### config.mk
export PLATFORM = sky130hd
export DESIGN_NAME = usbps_top
export DESIGN_NICKNAME = d
export VERILOG_FILES = /design/src/usbps_pkg.sv /design/src/usbps_fifo.sv /design/src/usbps_top.sv
export SDC_FILE = /design/constraint.sdc
export NUM_CORES = 1
export LEC_CHECK = 0
export BUFFER_PORTS_ARGS = -buffer_cell sky130_fd_sc_hd__buf_4
export CAP_MARGIN = 20
export CORE_MARGIN = 1
export CORE_UTILIZATION = 45
export DETAILED_ROUTE_END_ITERATION = 8
export HOLD_SLACK_MARGIN = 0.08
export PLACE_DENSITY = 0.7
export SYNTH_ARGS = -nofsm -noshare
export SYNTH_HDL_FRONTEND = slang
export SYNTH_SLANG_ARGS = --single-unit
### constraint.sdc
create_clock -name clk -period 7.6 [get_ports clk]
set_input_delay 0.38 -clock clk [delete_from_list [all_inputs] [get_ports clk]]
set_output_delay 0.38 -clock clk [all_outputs]
set_load 0.03 [all_outputs]
### src/usbps_pkg.sv
/*
 * Shared constants for the USB-serial power and status pin block:
 * register map, field positions, reset values and timing counts.
 * Assumes a 100 MHz system clock and a plain one-cycle register port.
 */
package usbps_pkg;

	// Clock rate
	localparam int unsigned CLK_MHZ       = 100;

	// Register port
	localparam int          ADDR_W        = 8;
	localparam int          DATA_W        = 32;
	localparam logic [7:0]  OFS_CFG       = 8'h00;  // Option bits, read/write
	localparam logic [7:0]  OFS_CTRL      = 8'h04;  // Handshake outputs, read/write
	localparam logic [7:0]  OFS_BAUD      = 8'h08;  // Clocks per serial bit, read/write
	localparam logic [7:0]  OFS_STATUS    = 8'h0C;  // Pin and engine state, read only

	// Option register fields
	localparam int          CFG_USB20     = 0;      // Report 2.0 descriptor
	localparam int          CFG_WAKE      = 1;      // Remote wakeup through ring input
	localparam int          CFG_PULLDN    = 2;      // Soft pull-down while power is off
	localparam logic [2:0]  CFG_RST       = 3'h0;

	// Handshake control fields (1 = asserted)
	localparam int          CTRL_DTR      = 0;
	localparam int          CTRL_RTS      = 1;
	localparam logic [1:0]  CTRL_RST      = 2'h0;

	// Serial bit period, reset value gives about 115200 baud
	localparam logic [15:0] BAUD_RST      = 16'h0364;

	// Status register fields
	localparam int          ST_CTS        = 0;
	localparam int          ST_DSR        = 1;
	localparam int          ST_DCD        = 2;
	localparam int          ST_RI         = 3;
	localparam int          ST_PSS        = 4;
	localparam int          ST_TXBUSY     = 5;
	localparam int          ST_LVL        = 8;

	// Descriptor release numbers
	localparam logic [15:0] BCD_USB20     = 16'h0200;
	localparam logic [15:0] BCD_USB11     = 16'h0110;

	// Pin synchroniser slots
	localparam int          NSYNC         = 7;
	localparam int          S_EXT         = 0;
	localparam int          S_RI          = 1;
	localparam int          S_PSS         = 2;
	localparam int          S_CTS         = 3;
	localparam int          S_DSR         = 4;
	localparam int          S_DCD         = 5;
	localparam int          S_RXD         = 6;

	// Timing
	localparam int unsigned POR_HIZ_MS    = 2;      // Reset output floats this long
	localparam int unsigned POR_CYC       = POR_HIZ_MS * CLK_MHZ * 1000;
	localparam int unsigned LED_PULSE_MS  = 10;     // Activity LED on-time
	localparam int unsigned LED_CYC       = LED_PULSE_MS * CLK_MHZ * 1000;
	localparam int          CNT_W         = 21;

	// Data path buffer
	localparam int          FIFO_W        = 8;
	localparam int          FIFO_D        = 8;
	localparam int          LVL_W         = 4;

	// Serial engine states
	typedef enum logic [1:0] {
		TX_IDLE = 2'b01,
		TX_BUSY = 2'b10
	} usbps_tx_t;

	typedef enum logic [2:0] {
		RX_IDLE = 3'b001,
		RX_DATA = 3'b010,
		RX_HOLD = 3'b100
	} usbps_rx_t;

endpackage : usbps_pkg

### src/usbps_fifo.sv
/*
 * Small synchronous FIFO with valid/ready on both sides and a registered
 * output word. Assumes one clock, an active-low reset already synchronised,
 * and a synchronous clear from the owner.
 */
`timescale 1ns/10ps
module usbps_fifo #(
	parameter int W = 8,
	parameter int D = 8
) (
	input  wire logic                 clk,
	input  wire logic                 rst_n,
	input  wire logic                 clr,
	input  wire logic                 in_valid,
	output logic                      in_ready,
	input  wire logic [W-1:0]         in_data,
	output logic                      out_valid,
	input  wire logic                 out_ready,
	output logic [W-1:0]              out_data,
	output logic [$clog2(D+1)-1:0]    level
);
	localparam int PW = $clog2(D);
	localparam int CW = $clog2(D+1);

	// Whole state: storage, pointers, count and the output register
	typedef struct packed {
		logic [D-1:0][W-1:0] mem;
		logic [PW-1:0]       wp;
		logic [PW-1:0]       rp;
		logic [CW-1:0]       cnt;
		logic                ov;
		logic [W-1:0]        od;
	} usbps_fifo_st_t;

	usbps_fifo_st_t q;
	usbps_fifo_st_t n;
	logic           push;
	logic           pop;

	// Full only counts the array; the output register adds one word of slack
	assign in_ready  = (q.cnt != CW'(D));
	assign push      = in_valid && in_ready;
	assign pop       = (!q.ov || out_ready) && (q.cnt != '0);
	assign out_valid = q.ov;
	assign out_data  = q.od;
	assign level     = q.cnt;

	// Next state: write, refill the output register, count
	always_comb
	begin
		n = q;
		if (out_ready)
		begin
			n.ov = 1'b0;
		end
		if (push)
		begin
			n.mem[q.wp] = in_data;
			n.wp        = q.wp + 1'b1;
		end
		if (pop)
		begin
			n.ov = 1'b1;
			n.od = q.mem[q.rp];
			n.rp = q.rp + 1'b1;
		end
		n.cnt = q.cnt + CW'(push) - CW'(pop);
		if (clr)
		begin
			// Flush drops everything including the staged word
			n.wp  = '0;
			n.rp  = '0;
			n.cnt = '0;
			n.ov  = 1'b0;
		end
	end

	// State register
	always_ff @(posedge clk or negedge rst_n)
	begin
		if (!rst_n)
		begin
			q <= '0;
		end
		else
		begin
			q <= n;
		end
	end

endmodule : usbps_fifo

### src/usbps_top.sv
/*
 * Power, reset and status pin logic of a USB-to-serial bridge, with the
 * host-to-serial byte path, a serial receiver and a small register port.
 * Assumes the USB engine sits on the same clock and reports configured,
 * suspend and bus reset as levels; all pin inputs are asynchronous.
 */
// Operation
// - option bit selects 2.0 descriptor, full speed
// - never claim high speed, always 12 Mb/s
// - board variant output driven high
// - reset output floats 2 ms, then drives
// - external reset low floats reset output
// - USB bus reset leaves reset output alone
// - suspend indicator low only during suspend
// - receive LED pulses low on USB receive
// - transmit LED pulses low on USB transmit
// - power enable low when configured, not suspended
// - RS485 enable high while serial transmitting
// - ring low resumes suspended host when enabled
// - drive DTR/RTS, take CTS/DSR/DCD inputs
// - send serial out, receive serial in
// - pull UART lines low while power off
`timescale 1ns/10ps
module usbps_top
	import usbps_pkg::*;
#(
	parameter int unsigned POR_CYCLES = usbps_pkg::POR_CYC,
	parameter int unsigned LED_CYCLES = usbps_pkg::LED_CYC
) (
	input  wire logic                          clk,
	input  wire logic                          nrst,
	input  wire logic [usbps_pkg::ADDR_W-1:0]  reg_addr,
	input  wire logic [usbps_pkg::DATA_W-1:0]  reg_wdata,
	input  wire logic                          reg_wr,
	input  wire logic                          reg_rd,
	output logic [usbps_pkg::DATA_W-1:0]       reg_rdata,
	input  wire logic                          usb_configured,
	input  wire logic                          usb_suspend,
	input  wire logic                          usb_bus_reset,
	input  wire logic                          usb_rx_valid,
	output logic                               usb_rx_ready,
	input  wire logic [usbps_pkg::FIFO_W-1:0]  usb_rx_data,
	output logic                               usb_tx_valid,
	input  wire logic                          usb_tx_ready,
	output logic [usbps_pkg::FIFO_W-1:0]       usb_tx_data,
	output logic [15:0]                        usb_bcd_release,
	output logic                               usb_high_speed,
	output logic                               usb_resume_req,
	output logic                               board_variant_out,
	input  wire logic                          ext_reset_n,
	output logic                               por_output_n_o,
	output logic                               por_output_n_oe_n,
	output logic                               por_output_alias_n_o,
	output logic                               por_output_alias_n_oe_n,
	output logic                               suspend_ind_n,
	output logic                               rx_activity_led_n_o,
	output logic                               rx_activity_led_n_oe_n,
	output logic                               tx_activity_led_n_o,
	output logic                               tx_activity_led_n_oe_n,
	input  wire logic                          power_source_select,
	output logic                               external_power_enable_n,
	output logic                               external_power_enable_alias_n,
	output logic                               uart_pulldown_en,
	output logic                               rs485_driver_enable,
	input  wire logic                          ring_indicator_n,
	input  wire logic                          carrier_detect_n,
	input  wire logic                          dsr_n,
	input  wire logic                          cts_n,
	output logic                               dtr_n,
	output logic                               rts_n,
	input  wire logic                          serial_rxd,
	output logic                               serial_txd
);
	import usbps_pkg::*;

	localparam logic [CNT_W-1:0] POR_LAST = CNT_W'(POR_CYCLES - 1);
	localparam logic [CNT_W-1:0] LED_LOAD = CNT_W'(LED_CYCLES);

	// Whole state of the block
	typedef struct packed {
		logic [NSYNC-1:0] sy1;        // First synchroniser stage
		logic [NSYNC-1:0] sy2;        // Second synchroniser stage
		logic [CNT_W-1:0] por_cnt;    // Float-time counter
		logic             por_oe_n;   // Reset output floating
		logic [2:0]       cfg;
		logic [1:0]       ctrl;
		logic [15:0]      baud;
		logic [31:0]      rdata;
		logic [CNT_W-1:0] rxl_cnt;    // Receive LED on-time left
		logic [CNT_W-1:0] txl_cnt;    // Transmit LED on-time left
		logic             rxl_oe_n;
		logic             txl_oe_n;
		logic             susp_n;
		logic             pwr_n;
		logic             pulldn;
		logic             resume;
		logic             wake_done;  // One resume per suspend
		usbps_tx_t        tx_st;
		logic [9:0]       tx_sh;
		logic [3:0]       tx_bit;
		logic [15:0]      tx_baud;
		logic             txd;
		usbps_rx_t        rx_st;
		logic [7:0]       rx_sh;
		logic [3:0]       rx_bit;
		logic [15:0]      rx_baud;
	} usbps_st_t;

	usbps_st_t        q;
	usbps_st_t        n;
	logic [1:0]       rst_sy_ff;      // Reset release synchroniser
	logic             rst_n;
	logic             f_out_valid;
	logic             f_out_ready;
	logic [7:0]       f_out_data;
	logic [LVL_W-1:0] f_level;
	logic             push;
	logic             usb_tx_done;

	// End of a bit period; shared by both serial engines
	function automatic logic baud_hit(input logic [15:0] cnt, input logic [15:0] div);
		baud_hit = (cnt >= div - 16'h0001);
	endfunction : baud_hit

	// Release reset synchronously, assert it at once
	always_ff @(posedge clk or negedge nrst)
	begin
		if (!nrst)
		begin
			rst_sy_ff <= 2'h0;
		end
		else
		begin
			rst_sy_ff <= {rst_sy_ff[0], 1'b1};
		end
	end
	assign rst_n = rst_sy_ff[1];

	// Host-to-serial bytes wait here; a busy transmitter backs up the host
	usbps_fifo #(
		.W (FIFO_W),
		.D (FIFO_D)
	) u_fifo (
		.clk       (clk),
		.rst_n     (rst_n),
		.clr       (!q.sy2[S_EXT]),
		.in_valid  (usb_rx_valid),
		.in_ready  (usb_rx_ready),
		.in_data   (usb_rx_data),
		.out_valid (f_out_valid),
		.out_ready (f_out_ready),
		.out_data  (f_out_data),
		.level     (f_level)
	);

	assign push        = usb_rx_valid && usb_rx_ready;
	assign f_out_ready = (q.tx_st == TX_IDLE);
	assign usb_tx_valid = (q.rx_st == RX_HOLD);
	assign usb_tx_done = usb_tx_valid && usb_tx_ready;

	// Next-state logic
	always_comb
	begin
		n = q;
		// Every pin input passes two stages before use
		n.sy1 = {serial_rxd, carrier_detect_n, dsr_n, cts_n,
			power_source_select, ring_indicator_n, ext_reset_n};
		n.sy2 = q.sy1;
		n.rdata = '0;

		// Reset output: float, count, then drive; bus reset is not an input here
		if (!q.sy2[S_EXT])
		begin
			n.por_cnt  = '0;
			n.por_oe_n = 1'b1;
		end
		else if (q.por_oe_n)
		begin
			if (q.por_cnt == POR_LAST)
			begin
				n.por_oe_n = 1'b0;
			end
			else
			begin
				n.por_cnt = q.por_cnt + 1'b1;
			end
		end

		// Register writes
		if (reg_wr)
		begin
			case (reg_addr)
				OFS_CFG:  n.cfg  = reg_wdata[2:0];
				OFS_CTRL: n.ctrl = reg_wdata[1:0];
				OFS_BAUD: n.baud = reg_wdata[15:0];
				default:  ;     // Read-only or unmapped: ignored
			endcase
		end

		// Register reads, answered in the next cycle only
		if (reg_rd)
		begin
			case (reg_addr)
				OFS_CFG:    n.rdata[2:0]  = q.cfg;
				OFS_CTRL:   n.rdata[1:0]  = q.ctrl;
				OFS_BAUD:   n.rdata[15:0] = q.baud;
				OFS_STATUS:
				begin
					n.rdata[ST_CTS]    = !q.sy2[S_CTS];
					n.rdata[ST_DSR]    = !q.sy2[S_DSR];
					n.rdata[ST_DCD]    = !q.sy2[S_DCD];
					n.rdata[ST_RI]     = !q.sy2[S_RI];
					n.rdata[ST_PSS]    = q.sy2[S_PSS];
					n.rdata[ST_TXBUSY] = (q.tx_st == TX_BUSY);
					n.rdata[ST_LVL +: LVL_W] = f_level;
				end
				default:    n.rdata = '0;
			endcase
		end

		// Activity LEDs retrigger on each byte
		if (push)
		begin
			n.rxl_cnt = LED_LOAD;
		end
		else if (q.rxl_cnt != '0)
		begin
			n.rxl_cnt = q.rxl_cnt - 1'b1;
		end
		if (usb_tx_done)
		begin
			n.txl_cnt = LED_LOAD;
		end
		else if (q.txl_cnt != '0)
		begin
			n.txl_cnt = q.txl_cnt - 1'b1;
		end
		n.rxl_oe_n = (n.rxl_cnt == '0);
		n.txl_oe_n = (n.txl_cnt == '0);

		// Suspend and power switching
		n.susp_n = !usb_suspend;
		n.pwr_n  = !(usb_configured && !usb_suspend);
		n.pulldn = q.cfg[CFG_PULLDN] && q.pwr_n;

		// Remote wakeup: one resume request per suspend period
		n.resume = 1'b0;
		if (!usb_suspend)
		begin
			n.wake_done = 1'b0;
		end
		else if (q.cfg[CFG_WAKE] && !q.sy2[S_RI] && !q.wake_done)
		begin
			n.resume    = 1'b1;
			n.wake_done = 1'b1;
		end

		// Serial transmitter, 8N1
		unique case (q.tx_st)
			TX_IDLE:
			begin
				n.txd = 1'b1;
				if (f_out_valid)
				begin
					n.tx_sh   = {1'b1, f_out_data, 1'b0};
					n.tx_bit  = 4'h0;
					n.tx_baud = 16'h0000;
					n.tx_st   = TX_BUSY;
				end
			end
			TX_BUSY:
			begin
				n.txd     = q.tx_sh[0];
				n.tx_baud = q.tx_baud + 16'h0001;
				if (baud_hit(q.tx_baud, q.baud))
				begin
					n.tx_baud = 16'h0000;
					n.tx_sh   = {1'b1, q.tx_sh[9:1]};
					n.tx_bit  = q.tx_bit + 4'h1;
					if (q.tx_bit == 4'h9)
					begin
						n.tx_st = TX_IDLE;
					end
				end
			end
		endcase

		// Serial receiver: samples mid-bit; a byte waiting for USB blocks the next
		unique case (q.rx_st)
			RX_IDLE:
			begin
				if (!q.sy2[S_RXD])
				begin
					n.rx_baud = {1'b0, q.baud[15:1]};
					n.rx_bit  = 4'h0;
					n.rx_st   = RX_DATA;
				end
			end
			RX_DATA:
			begin
				n.rx_baud = q.rx_baud + 16'h0001;
				if (baud_hit(q.rx_baud, q.baud))
				begin
					n.rx_baud = 16'h0000;
					n.rx_bit  = q.rx_bit + 4'h1;
					if (q.rx_bit == 4'h0 && q.sy2[S_RXD])
					begin
						n.rx_st = RX_IDLE;     // Glitch, not a start bit
					end
					else if (q.rx_bit == 4'h9)
					begin
						// Framing error drops the byte
						n.rx_st = q.sy2[S_RXD] ? RX_HOLD : RX_IDLE;
					end
					else if (q.rx_bit != 4'h0)
					begin
						n.rx_sh = {q.sy2[S_RXD], q.rx_sh[7:1]};
					end
				end
			end
			RX_HOLD:
			begin
				if (usb_tx_ready)
				begin
					n.rx_st = RX_IDLE;
				end
			end
			default: n.rx_st = RX_IDLE;
		endcase

		// External reset returns the registers, resume logic and both serial engines to their reset state
		if (!q.sy2[S_EXT])
		begin
			n.cfg       = CFG_RST;
			n.ctrl      = CTRL_RST;
			n.baud      = BAUD_RST;
			n.resume    = 1'b0;
			n.wake_done = 1'b0;
			n.tx_st     = TX_IDLE;
			n.txd       = 1'b1;
			n.rx_st     = RX_IDLE;
		end
	end

	// State register
	always_ff @(posedge clk or negedge rst_n)
	begin
		if (!rst_n)
		begin
			q          <= '0;
			q.sy1      <= '1;
			q.sy2      <= '1;
			q.por_oe_n <= 1'b1;
			q.baud     <= BAUD_RST;
			q.rxl_oe_n <= 1'b1;
			q.txl_oe_n <= 1'b1;
			q.susp_n   <= 1'b1;
			q.pwr_n    <= 1'b1;
			q.tx_st    <= TX_IDLE;
			q.txd      <= 1'b1;
			q.rx_st    <= RX_IDLE;
		end
		else
		begin
			q <= n;
		end
	end

	// Outputs
	assign reg_rdata               = q.rdata;
	assign usb_tx_data             = q.rx_sh;
	assign usb_bcd_release         = q.cfg[CFG_USB20] ? BCD_USB20 : BCD_USB11;
	assign usb_high_speed          = 1'b0;
	assign usb_resume_req          = q.resume;
	assign board_variant_out       = 1'b1;
	assign por_output_n_o          = 1'b1;
	assign por_output_n_oe_n       = q.por_oe_n;
	assign por_output_alias_n_o    = 1'b1;
	assign por_output_alias_n_oe_n = q.por_oe_n;
	assign suspend_ind_n           = q.susp_n;
	assign rx_activity_led_n_o     = 1'b0;
	assign rx_activity_led_n_oe_n  = q.rxl_oe_n;
	assign tx_activity_led_n_o     = 1'b0;
	assign tx_activity_led_n_oe_n  = q.txl_oe_n;
	assign external_power_enable_n       = q.pwr_n;
	assign external_power_enable_alias_n = q.pwr_n;
	assign uart_pulldown_en        = q.pulldn;
	assign rs485_driver_enable     = (q.tx_st == TX_BUSY);
	assign dtr_n                   = !q.ctrl[CTRL_DTR];
	assign rts_n                   = !q.ctrl[CTRL_RTS];
	assign serial_txd              = q.txd;
endmodule : usbps_top

Yosys cells after proc, flatten, opt, wreduce, memory -nomap -nowiden

Cells that the tools add are included.

Bits in registers: 287
Input bits: 64
Output and inout port bits: 77
Word-level logic and storage cells: 183

Add/sub/neg operators: 12
Magnitude comparators: 5
Equality and inequality tests: 33
Multiplexer cells: 52
Bitwise logic cells: 2
Reduce and logical (&&, ||, !) cells: 39

Operators with widths:

| operator              | count |
|---|---|
| $mux 21               | 7 |
| $pmux 33 s2           | 1 |
| $bwmux 64             | 1 |
| $mux 32               | 2 |
| $mux 22               | 2 |
| $logic_not 21->1      | 2 |
| $reduce_bool 21->1    | 2 |
| $sub 21x1->21 const B | 2 |
| $mux 8                | 5 |
| $pmux 20 s2           | 1 |
| $add 16x1->16 const B | 2 |
| $ge 16x16->1          | 2 |
| $mux 16               | 2 |
| $mux 31               | 1 |
| $bmux 8 s3            | 1 |
| $demux 8 s3           | 1 |
| $mux 3                | 8 |
| $add 21x1->21 const B | 1 |
| $eq 21x18->1 const B  | 1 |
| $mux 20               | 1 |
| $eq 8x4->1 const B    | 2 |
| $sub 16x1->16 const B | 1 |
| $mux 4                | 3 |
| $ne 2x1->1 const B    | 6 |
| other kinds (40)      | 86 |

Longest topological paths before layout

Word-level depth: 7
Mapped depth: 15
Depth with buffers taken out: 14

Hierarchy

Synthesis repeated with hierarchy kept, for this count alone.

Cells, all modules: 1378
Area, all modules: 14310.0 um^2

By module, submodules not included:

| module     | times used | cells an instance | area an instance (um^2) | sequential area each (um^2) |
|---|---|---|---|---|
| usbps_top  | 1          | 1074              | 10299.9                 | 4738.3 |
| usbps_fifo | 1          | 304               | 4010.1                  | 2077.0 |

Least setup slack after synthesis

Ideal clock, no wire load.

Path type: reg-to-reg
Start: reg q[149] in the netlist's numbering
End: reg q[56] in the netlist's numbering
Library setup time: 0.123 ns
Data arrival time: 3.282 ns
Data required time: 7.477 ns
Setup slack: 4.196 ns
Cell stages (with the launch flop): 16
Buffers on the path: 2
Clock period less this slack: 3.404 ns
Cells stage by stage: dfrtp_1 -> buf_6 -> nor4_2 -> nand2_1 -> or3_1 -> xor2_1 -> ha_1 -> nand2_1 -> nor3_1 -> a21oi_1 -> maj3_2 -> maj3_2 -> o21ai_2 -> nand2_2 -> buf_2 -> o221a_2

Longest elaborated chain between the ends: 4

RTL lines:

| item                              | line             | RTL |
|---|---|---|
| start: declaration                | usbps_top.sv:109 | `usbps_st_t q;` |
| start signal: assignment          | usbps_top.sv:365 | `q <= n;` |
| $sub 16x1->16                     | usbps_top.sv:122 | `baud_hit = (cnt >= div - 16'h0001);` |
| $ge 16x16->1                      | usbps_top.sv:122 |  |
| $ne 2x1->1 (no source line)       | --               |  |
| $reduce_and 2->1 (no source line) | --               |  |

Every way passes these cells.
A chain may end at the register's enable or synchronous reset.

Final worst setup path

Start: reg q[149] in the netlist's numbering
End: reg q[6] in the netlist's numbering

Longest elaborated chain between the ends: 4

RTL lines:

| item          | line             | RTL |
|---|---|---|
| $sub 16x1->16 | usbps_top.sv:122 |  |
| $ge 16x16->1  | usbps_top.sv:122 |  |
| $mux 31       | usbps_top.sv:302 | `if (baud_hit(q.rx_baud, q.baud))` |
| $pmux 20 s2   | usbps_top.sv:289 | `unique case (q.rx_st)` |

Every way passes these cells. The select of a mux whose other input is x is not followed.

==> metrics <==
EDFF count, synth=0; Async SR Flop Fraction=100%; Power per Cell Area=261 nW/um^2; DP Area=14,800 sq um; vias post-DR=9,694; Final min period=3.88 ns; # DRC=8; Pins Over Slew Limit=0; Critical Path Source Type=flop; htree depth=1; drt first pass iters=8; Seq/Total Area, Yosys=48.1%; DRT Wirelength=28.6 mm; Overflow after GRT=0; Synth Area in Simple Gates=17.3%; Mapped Cells=1,307; Resize count post-CTS=0; mux share of post-synthesis cell area=10.4%; final hold violation count=0; overall routing resource usage=18.1%; final core occ=53.0%; worst-margin pin slew=1.01 ns; floorplan row count=64; layout cells sized above 1=22.3%; post-synthesis adder-cell area fraction=4.62%; FF+latch count, synth=271; Fin Setup TNS=0 ns; VDD IR max=0.216 mV; critical path type=reg2reg; XOR/XNOR Fraction of Synth Area=4.55%; Setup violations, final=0; number of CTS-inserted buffers=30; Synth Area in Compound Gates=8.89%; Worst-Skew Late Latency=0.57 ns; commonest non-fill, non-tap cells in the layout=dfrtp_1, nand2_1, buf_4, nor2_1, mux2_2; Port-buffer cells=88; post-route cell area=16,300 sq um; Slew Limit Headroom=32.2%; post-DP HPWL=19.2 mm; die extent in y=179 um; mean routed wirelength per cell=15.9 um; first-pass GRT wire length=48.6 mm; Max-Cap Viols=0; Via density=5.38; Worst R2R Setup Slack=3.72 ns; top_reg_cell synth=dfrtp_1; Setup Skew=0.0203 ns; initial antenna violation count=0; Clk pin slew, worst setup/hold paths=0.06 ns; Initial Util=46.0%; nets=1,497; area delta synth->final=15.2%; clk buf depth=3; Post-Syn Area=14,200 sq um; largest net degree at the start of global routing=88; Worst Path Required=8.10 ns; Fill cells=2,651; commonest non-fill, non-tap cell in the layout=dfrtp_1; Min-Delay Path Class=in2reg; Core Box Area=30,800 sq um; CTS sink cnt=271; YS warnings=0; Leak Pwr=7.15 nW; TritonCTS clock tree=yes; worst reg2reg path startpoint=q[149]$_DFFE_PN0P_; R2R cell count=11; syn avg cell area=10.8 sq um; main combinational cell family by area after synthesis=simple AND/OR/NAND/NOR gates; GPL Wtd Cong=0.823; Hold-fix buffers, CTS=25; Critical Path End Type=flop; Die Width=179 um; Hold EP=q[145]$_DFFE_PN0P_; critical path fanouts, max=26; total die area=32,200 sq um; Root Buffer=clkbuf_16; Ant. Diodes=0; Period Utilization, post-route=51.0%; # IOs=141; Max Fclk=258 MHz; Hold Path Origin=reg_wdata[0]; count of cell types in the netlist=83; vias in the first global route=9,815; Final ANT Viol Nets=0; Iter 0 DRT Violations=659; RSZ-0062 raised after global routing=no; Arr. time, crit path=4.38 ns; worst hold path stage count=3; run status=finished, violations left; failing checks=DRC; post-CTS setup buffers=0; worst r2r dst=q[6]$_DFFE_PN0P_
-- sequential cells by signal, summed over array words and instances (netlist names), 2 cells and up --
register	flops
usb_tx_data	8
u_fifo.q	70
n	7
u_fifo.out_data	8
rst_sy_ff	2
reg_rdata	16
u_fifo.level	4
q	147
-- routing by layer --
| metal | routed length (um) | vias to the layer above | share of wire (%) | GRT usage (%) |
|---|---|---|---|---|
| li1 | - | 4701 | - | - |
| met4 | 637 | 0 | 2.2 | 4.79 |
| met1 | 13200 | 4797 | 46 | 24.5 |
| met3 | 876 | 43 | 3.1 | 2.41 |
| met5 | 0 | - | 0 | 0 |
| met2 | 13900 | 153 | 49 | 30.8 |
-- worst max-delay path: stages (launching register included) --
cell      delay (ns)
dfrtp_1         0.48
nor4_2          0.40
nand4_1         0.32
nor4_1          0.34
xnor2_1         0.22
ha_1            0.31
a41oi_1         0.20
o21ai_0         0.12
a221oi_2        0.37
nand3_2         0.44
nor4_1          0.45
a221o_1         0.15
-- final cells by class --
type	count	area (sq um)	area share, %
Multi-Input combinational cell	911	6620	40.6
Sequential cell	271	6820	41.8
Inverter	41	154	0.943
Clock inverter	16	292	1.79
Timing Repair Buffer	128	1070	6.53
Clock buffer	40	878	5.38
Tap cell	396	495	3.03
-- cell families after synthesis --
kind of cell	after synthesis
buf+inv	159
xor+xnor	72
other cells	2
mux	115
fa+ha+maj	52
simple gates	461
compound gates	175
flops	271
-- synthesized netlist by cell type, drive strengths merged, types with 12 or more instances --
library cell	count	area [sq um]
dfrtp	244	6110
nand2	108	410
nor2	83	312
buf	75	551
mux2	73	822
ha	49	613
nand3	47	240
xnor2	47	412
clkbuf	43	161
a21oi	41	205
inv	41	154
and2	37	234
o21ai	36	184
nor3	34	186
dfstp	27	709
mux2i	24	240
nor4	24	171
xor2	24	210
or3	22	143
and3	21	131
a21boi	18	135
mux4	18	405
nor3b	18	135
nor2b	13	81.3
a221o	12	120
-- through the flow --
stage	instances	power [mW]	setup slack, ns	hold slack, ns
after floorplan	1341	2.43	3.18	0.0844
after global placement	1719	2.59	3.84	0.164
after detailed placement	1719	2.63	3.75	0.165
after CTS	1800	4.32	3.73	0.0802
after global routing	1803	4.49	3.35	0.0853
final	1803	4.27	3.72	0.0981
-- where the power goes --
part	internal, mW	switching [mW]	leakage [nW]	total [mW]
Clock	1.05	0.600	0.566	1.65
Sequential	1.64	0.145	3.42	1.79
Combinational	0.405	0.422	3.16	0.827
Total	3.10	1.17	7.15	4.27
-- worst max-delay path by stage --
stage	startpoint	endpoint	slack, ns	cells after the start
global route	q[152]$_DFFE_PN0P_	q[5]$_DFFE_PN0P_	3.35	11
global placement	q[149]$_DFFE_PN0P_	usb_tx_data[2]$_DFFE_PN0P_	3.84	12
floorplan	rst_sy_ff[1]$_DFF_PN0_	q[0]$_DFFE_PN0P_	3.18	0
detailed placement	q[149]$_DFFE_PN0P_	usb_tx_data[3]$_DFFE_PN0P_	3.75	12
CTS	q[149]$_DFFE_PN0P_	usb_tx_data[3]$_DFFE_PN0P_	3.73	12
finish	q[149]$_DFFE_PN0P_	q[6]$_DFFE_PN0P_	3.72	11
Note: power is estimated with default switching activity, not from simulation.
